--- config.mk ---
export PLATFORM = sky130hd
export DESIGN_NAME = wdt_top
export DESIGN_NICKNAME = d
export VERILOG_FILES = /design/src/wdt_pkg.sv /design/src/wdt_tick.sv /design/src/wdt_top.sv
export SDC_FILE = /design/constraint.sdc
export NUM_CORES = 1
export LEC_CHECK = 0
export ABC_AREA = 1
export ABC_CLOCK_PERIOD_IN_PS = 6500
export BUFFER_PORTS_ARGS = -buffer_cell sky130_fd_sc_hd__buf_4
export CORE_MARGIN = 1
export CORE_UTILIZATION = 35
export DETAILED_ROUTE_END_ITERATION = 10
export PLACE_DENSITY = 0.67
export SLEW_MARGIN = 0
export SYNTH_ARGS = -nofsm -noshare
export SYNTH_HDL_FRONTEND = slang
export SYNTH_SLANG_ARGS = --single-unit
--- constraint.sdc ---
create_clock -name mclk_in -period 6.5 [get_ports mclk_in]
set_clock_uncertainty 0.2 [all_clocks]
set_input_delay 0.65 -clock mclk_in [delete_from_list [all_inputs] [get_ports mclk_in]]
set_output_delay 0.65 -clock mclk_in [all_outputs]
set_load 0.02 [all_outputs]
--- src/wdt_pkg.sv ---
package wdt_pkg;
  // ----------------------------------------
  // register map (word byte addresses)
  // ----------------------------------------
  localparam logic [3:0] WDT_CSR_ADDR = 4'h0;
  localparam logic [3:0] WDT_CNT_ADDR = 4'h4;
  localparam logic [3:0] WDT_DIV_ADDR = 4'h8;
  localparam logic [3:0] WDT_IST_ADDR = 4'hC;
  localparam logic [1:0] WDT_IMSK_IDX = 2'h0;
  // ----------------------------------------
  // control/status field positions
  // ----------------------------------------
  localparam int WDT_OVF_BIT = 7;
  localparam int WDT_MWI_BIT = 6;
  localparam int WDT_MODE_BIT = 5;
  localparam int WDT_IWI_BIT = 4;
  localparam int WDT_IEN_BIT = 3;
  localparam logic [7:0] WDT_CSR_FIXED = 8'h57;
  localparam logic [7:0] WDT_CNT_MAX = 8'hFF;
  localparam logic [7:0] WDT_CNT_RST = 8'h00;
  localparam logic [15:0] WDT_DIV_RST = 16'h0000;
  // status bits: 0 overflow, 1 internal reset, 2 interval interrupt
  localparam int WDT_EV_OVF = 0;
  localparam int WDT_EV_RST = 1;
  localparam int WDT_EV_ITV = 2;
  localparam int WDT_NEV = 3;
  typedef struct packed {
    logic ovf;
    logic mode;
    logic ien;
  } wdt_ctl_s;
  typedef enum logic [2:0] {
    WDT_IDLE = 3'b001,
    WDT_RESP = 3'b010,
    WDT_WAIT = 3'b100
  } wdt_bus_e;
endpackage

--- src/wdt_tick.sv ---
`timescale 1ns/100ps
`default_nettype none
// prescaler: one-cycle tick every (div+1) clocks
module wdt_tick
  import wdt_pkg::*;
#(
  parameter int DW = 16
) (
  input wire logic mclk_in,
  input wire logic rst_in,
  input wire logic [DW-1:0] div_in,
  output logic tick_out
);
  logic [DW-1:0] cnt;
  // counter reloads on reaching the divide value
  always_ff @(posedge mclk_in or posedge rst_in) begin
    if (rst_in) begin
      cnt <= '0;
      tick_out <= 1'b0;
    end else if (cnt >= div_in) begin
      cnt <= '0;
      tick_out <= 1'b1;
    end else begin
      cnt <= cnt + 1'b1;
      tick_out <= 1'b0;
    end
  end
endmodule
`default_nettype wire

--- src/wdt_top.sv ---
// Design decisions made here: the register offsets and the Avalon-MM interface to the registers.
`timescale 1ns/100ps
`default_nettype none
module wdt_top
  import wdt_pkg::*;
#(
  parameter int CW = 8,
  parameter int DW = 16
) (
  input wire logic mclk_in,
  input wire logic rst_in,
  input wire logic [3:0] avs_address_in,
  input wire logic avs_read_in,
  input wire logic avs_write_in,
  input wire logic [31:0] avs_writedata_in,
  input wire logic [3:0] avs_byteenable_in,
  output logic [31:0] avs_readdata_out,
  output logic avs_waitrequest_out,
  output logic int_reset_out,
  output logic itv_irq_out,
  output logic irq_out
);
  // ----------------------------------------
  // state
  // ----------------------------------------
  wdt_ctl_s ctl;
  logic [CW-1:0] watchdog_counter;
  logic [DW-1:0] div;
  logic [WDT_NEV-1:0] ist;
  logic [WDT_NEV-1:0] imsk;
  logic ovf_seen;
  logic ovf_prev;
  logic tick;
  wdt_bus_e bst;
  logic ovf_ev;
  logic [WDT_NEV-1:0] ev;
  logic wr_acc;
  logic rd_acc;
  logic [7:0] wb;

  function automatic logic hit(input logic [3:0] a, input logic [3:0] r);
    return a == r;
  endfunction

  // ----------------------------------------
  // prescaler
  // ----------------------------------------
  wdt_tick #(.DW(DW)) u_tick (
    .mclk_in(mclk_in),
    .rst_in(rst_in),
    .div_in(div),
    .tick_out(tick)
  );

  // ----------------------------------------
  // bus slave: one wait cycle, answer in the next
  // ----------------------------------------
  // take the request in IDLE, acknowledge in RESP, drop in WAIT so a held
  // request is not taken twice
  always_ff @(posedge mclk_in or posedge rst_in) begin
    if (rst_in) begin
      bst <= WDT_IDLE;
    end else begin
      case (bst)
        WDT_IDLE: begin
          if (avs_read_in || avs_write_in) begin
            bst <= WDT_RESP;
          end
        end
        WDT_RESP: bst <= WDT_WAIT;
        WDT_WAIT: bst <= WDT_IDLE;
        default: bst <= WDT_IDLE;
      endcase
    end
  end

  // waitrequest is registered: low for the one cycle after a taken request,
  // never in the cycle that takes it
  always_ff @(posedge mclk_in or posedge rst_in) begin
    if (rst_in) begin
      avs_waitrequest_out <= 1'b1;
    end else begin
      avs_waitrequest_out <= !(bst == WDT_IDLE && (avs_read_in || avs_write_in));
    end
  end

  // the access completes at the edge where waitrequest is low
  assign wr_acc = avs_write_in && !avs_waitrequest_out;
  assign rd_acc = avs_read_in && !avs_waitrequest_out;
  assign wb = avs_writedata_in[7:0];

  // ----------------------------------------
  // counter and overflow
  // ----------------------------------------
  assign ovf_ev = tick && (watchdog_counter == CW'(WDT_CNT_MAX));

  // up-count on tick, wrap to zero; software may preload
  // a preload wins over a step in the same cycle; the overflow of that step still fires
  always_ff @(posedge mclk_in or posedge rst_in) begin
    if (rst_in) begin
      watchdog_counter <= CW'(WDT_CNT_RST);
    end else if (wr_acc && hit(avs_address_in, WDT_CNT_ADDR) && avs_byteenable_in[0]) begin
      watchdog_counter <= wb[CW-1:0];
    end else if (tick) begin
      watchdog_counter <= watchdog_counter + 1'b1;
    end
  end

  // ----------------------------------------
  // control/status register
  // ----------------------------------------
  // the arm for clearing the flag is a read that saw it set
  always_ff @(posedge mclk_in or posedge rst_in) begin
    if (rst_in) begin
      ovf_seen <= 1'b0;
    end else if (rd_acc && hit(avs_address_in, WDT_CSR_ADDR) && ctl.ovf) begin
      ovf_seen <= 1'b1;
    end else if (!ctl.ovf) begin
      ovf_seen <= 1'b0;
    end
  end

  // set beats clear; the auto-clear comes from the internal reset pulse
  always_ff @(posedge mclk_in or posedge rst_in) begin
    if (rst_in) begin
      ctl.ovf <= 1'b0;
    end else if (ovf_ev) begin
      ctl.ovf <= 1'b1;
    end else if (int_reset_out) begin
      ctl.ovf <= 1'b0;
    end else if (wr_acc && hit(avs_address_in, WDT_CSR_ADDR) && avs_byteenable_in[0]
                 && ovf_seen && !wb[WDT_OVF_BIT]) begin
      ctl.ovf <= 1'b0;
    end
  end

  // each field is guarded by the inhibit bit written alongside it;
  // writes need only byte enable 0 set; the other byte enables are ignored
  always_ff @(posedge mclk_in or posedge rst_in) begin
    if (rst_in) begin
      ctl.mode <= 1'b0;
      ctl.ien <= 1'b0;
    end else if (wr_acc && hit(avs_address_in, WDT_CSR_ADDR) && avs_byteenable_in[0]) begin
      if (!wb[WDT_MWI_BIT]) begin
        ctl.mode <= wb[WDT_MODE_BIT];
      end
      if (!wb[WDT_IWI_BIT]) begin
        ctl.ien <= wb[WDT_IEN_BIT];
      end
    end
  end

  // ----------------------------------------
  // overflow consequences
  // ----------------------------------------
  // reset pulse issued one cycle, then it clears the flag next edge
  always_ff @(posedge mclk_in or posedge rst_in) begin
    if (rst_in) begin
      int_reset_out <= 1'b0;
      itv_irq_out <= 1'b0;
    end else begin
      int_reset_out <= ovf_ev && !ctl.mode;
      itv_irq_out <= ovf_ev && ctl.mode && ctl.ien;
    end
  end

  // ----------------------------------------
  // prescaler divide, interrupt status and mask
  // ----------------------------------------
  always_ff @(posedge mclk_in or posedge rst_in) begin
    if (rst_in) begin
      div <= DW'(WDT_DIV_RST);
    end else if (wr_acc && hit(avs_address_in, WDT_DIV_ADDR)) begin
      div <= avs_writedata_in[DW-1:0];
    end
  end

  // flag value one cycle back; resets low like the flag, so no false rise
  always_ff @(posedge mclk_in or posedge rst_in) begin
    if (rst_in) begin
      ovf_prev <= 1'b0;
    end else begin
      ovf_prev <= ctl.ovf;
    end
  end

  assign ev = {itv_irq_out, int_reset_out, ctl.ovf && !ovf_prev};

  // write one to clear, a new event wins over the clear
  always_ff @(posedge mclk_in or posedge rst_in) begin
    if (rst_in) begin
      ist <= '0;
      imsk <= '0;
    end else begin
      if (wr_acc && hit(avs_address_in, WDT_IST_ADDR) && avs_byteenable_in[1]) begin
        imsk <= avs_writedata_in[8 +: WDT_NEV];
      end
      if (wr_acc && hit(avs_address_in, WDT_IST_ADDR) && avs_byteenable_in[0]) begin
        ist <= (ist & ~avs_writedata_in[WDT_NEV-1:0]) | ev;
      end else begin
        ist <= ist | ev;
      end
    end
  end

  // level interrupt, one edge behind the status it follows
  always_ff @(posedge mclk_in or posedge rst_in) begin
    if (rst_in) begin
      irq_out <= 1'b0;
    end else begin
      irq_out <= |(ist & imsk);
    end
  end

  // ----------------------------------------
  // read data, registered with the acknowledge
  // ----------------------------------------
  // captured when the request is taken, so they stand through the answer cycle
  always_ff @(posedge mclk_in or posedge rst_in) begin
    if (rst_in) begin
      avs_readdata_out <= '0;
    end else if (bst == WDT_IDLE && avs_read_in) begin
      case (avs_address_in)
        WDT_CSR_ADDR: avs_readdata_out <= {24'h0, ctl.ovf, 1'b1, ctl.mode, 1'b1,
                                            ctl.ien, 3'h7};
        WDT_CNT_ADDR: avs_readdata_out <= 32'(watchdog_counter);
        WDT_DIV_ADDR: avs_readdata_out <= 32'(div);
        WDT_IST_ADDR: avs_readdata_out <= {16'h0, 5'h0, imsk, 5'h0, ist};
        default: avs_readdata_out <= '0;
      endcase
    end
  end
endmodule
`default_nettype wire

==> metrics.txt <==
Worst EP required=6.51 ns; Crit path arrival time=2.24 ns; sequential-to-total area share from yosys stat=0.4752; Die X=108.3 um; largest net degree at the start of global routing=76; Max-Cap Viols=0; Clock Sinks=75; Routed WL per cell=12.49 um; Worst Slack Setup Final=4.265 ns; Worst IR Drop VDD=0.0001287 V; post-synthesis compound-gate area fraction=0.08953; WL final=8433 um; Max FO, Critical Path=16; Worst Tran Pin Value=0.9253 ns; grt ovf=0; Syn Inst Count=483; DRT Pass-1 Iters=4; initial antenna violation count=0; Post-route DRC=0; layout cells sized above 1=0.1495; Vias/cell=4.612; CTS clk-pin slew, worst paths=0.06 ns; Max Freq=447.4 MHz; xor and xnor area share after synthesis=0.03765; Synth cell types=29; worst hold slack=0.2106 ns; CP Launch Type=flop; H-tree Lvls=3; hold buffer count at CTS=0; DR vias=3113; All-Layer GR Usage=0.1593; Synth Cell Area=3955 um^2; DRT iter0 DRCs=200; # setup viols final=0; DP Worst Slack=4.060 ns; DRT antenna net count=0; CTS resizes=0; Max Slew Vio Count=0; slew margin rel.=0.3831; Hold Violations, Final=0; total CTS buffers=9; Die Ht=108.3 um; vias in the first global route=3045; Final min period=2.235 ns; Synth Area in Adders=0.05694; CTS Buffer Depth=2; Synth-to-Final Area Change=17.59%; RSZ-0062 raised after global routing=no; Crit Path Class=reg2reg; crit end category=flop; # rows=38; Nets=592; result of the run=finished, final reports clean; Final Cycle Share=0.3439; Synth Area per Inst=8.188 um^2; port buffer count=45; yosys warns=0; clock latency on the worst-skew pair=0.33 ns; leakage=2.368 nW; largest family of logic cells by synthesized area=simple AND/OR/NAND/NOR gates; Antenna diodes=0; root buf cell=clkbuf_16; Post-CTS Setup Bufs=0; die area=11730 um^2; CTS tree=built; setup TNS=0 ns; Pwr Density=331.3 nW/um^2; DP HPWL=6286 um; global-route wire length before repair=14240 um; core area=10940 um^2; # IOs=80; flops & latches, synth=75; post-synthesis mux area share=0; Initial Util=0.3617; GP Congestion=0.8006; HP Class=reg2reg; simple-gate share of the synthesized area=0.2313
==> synth_stat cells (all sizes together) <==
library cell,count,area share
o21ai,38,0.048
o21bai,1,0.0019
ha,18,0.057
nand3,18,0.024
dfrtp,73,0.46
nor2,50,0.054
xor2,14,0.031
o22ai,1,0.0016
nor3,6,0.013
dfstp,2,0.013
xnor2,3,0.0066
nand4,7,0.011
buf,25,0.045
o31ai,1,0.0019
conb,1,0.00095
a21oi,20,0.025
inv,67,0.064
a31oi,2,0.0032
nand2,132,0.13
o211ai,4,0.0076
==> path summary, 6_finish.rpt <==
check                              start  slack [ns]  cells past startpoint                   end
worst max-delay path              bst[0]        4.26                      7  avs_readdata_out[13]
worst max register to register    bst[0]        4.26                      7  avs_readdata_out[13]
min in group asynchronous         rst_in        0.42                      3               imsk[1]
worst min-delay path            ovf_prev        0.21                      1                ist[0]
max in group asynchronous         rst_in        5.09                      3         u_tick.cnt[4]
worst min register to register  ovf_prev        0.21                      1                ist[0]
==> cell type report <==
type | count | area, um^2
inverter | 67 | 251.5
tap | 140 | 175.2
fill | 1092 | 6285
clock inverter | 5 | 53.80
multi-input combinational | 331 | 1703
timing repair buffer | 46 | 345.3
clock buffer | 11 | 242.7
sequential | 75 | 1879
==> per-stage QoR <==
stage                     instances  power [mW]  utilization  instance area, um^2
after global routing            675       1.649       0.4253                 4651
final                           675       1.541       0.4253                 4651
after CTS                       675       1.557       0.4253                 4651
after detailed placement        659       1.062       0.3982                 4354
after global placement          659       1.044       0.3982                 4354
after floorplan                 498      0.9324            -                 4011
==> power by group <==
group	switching, mW	internal, mW	leakage [nW]
clock network	0.183	0.306	0.149
registers	0.0735	0.578	0.940
logic	0.246	0.154	1.28
total	0.503	1.04	2.37
==> critical path: stages (launching register included) <==
cell and delay (ns):
dfstp_2 0.52, inv_1 0.03, nor2_1 0.08, nand2_1 0.07, nor2_1 0.69, inv_2 0.31
nand2_1 0.12, o21ai_0 0.08
==> routing by layer <==
layer | global-route usage | up-vias | wire length (um)
met2 | 0.2671 | 66 | 4073
met5 | 0 | - | 0
met4 | 0.06371 | 0 | 172
li1 | - | 1588 | -
met3 | 0.04099 | 11 | 369
met1 | 0.1954 | 1448 | 3817
==> cells by family after synthesis <==
logic type / after synthesis
flops: 75
compound gates: 67
simple gates: 213
other cells: 1
xor+xnor: 17
buf+inv: 92
fa+ha+maj: 18
==> state kept, by name, summed over array words and instances, names as in the netlist, 3 cells and up <==
| name | count |
|---|---|
| bst | 3 |
| avs_readdata_out | 16 |
| div | 16 |
| ist | 3 |
| watchdog_counter | 8 |
| u_tick.cnt | 16 |
| ctl | 3 |
| imsk | 3 |
==> cell usage in the layout (no fill, tap or decap) <==
| master | n |
|---|---|
| nand4_1 | 7 |
| o21bai_1 | 1 |
| bufinv_16 | 1 |
| a21oi_1 | 20 |
| nand2_2 | 6 |
| clkinv_2 | 3 |
| conb_1 | 16 |
| clkinv_4 | 1 |
| dfstp_2 | 2 |
| o21ai_0 | 32 |
| dfrtp_1 | 73 |
| nor2_4 | 2 |
| xor2_1 | 14 |
| clkbuf_8 | 1 |
| ha_1 | 18 |
| nor2_2 | 4 |
| inv_1 | 65 |
| nor3_4 | 2 |
| nand3_1 | 17 |
| o31ai_1 | 1 |
| nand2_1 | 126 |
| buf_4 | 46 |
| o21ai_1 | 6 |
| clkbuf_16 | 9 |
| nor2_1 | 44 |
| clkbuf_1 | 1 |
| xnor2_1 | 3 |
| inv_2 | 2 |
| a31oi_1 | 2 |
| nand3_2 | 1 |
| o22ai_1 | 1 |
| o211ai_1 | 4 |
| nor3_1 | 4 |
Note: power is estimated with default switching activity, not from simulation.
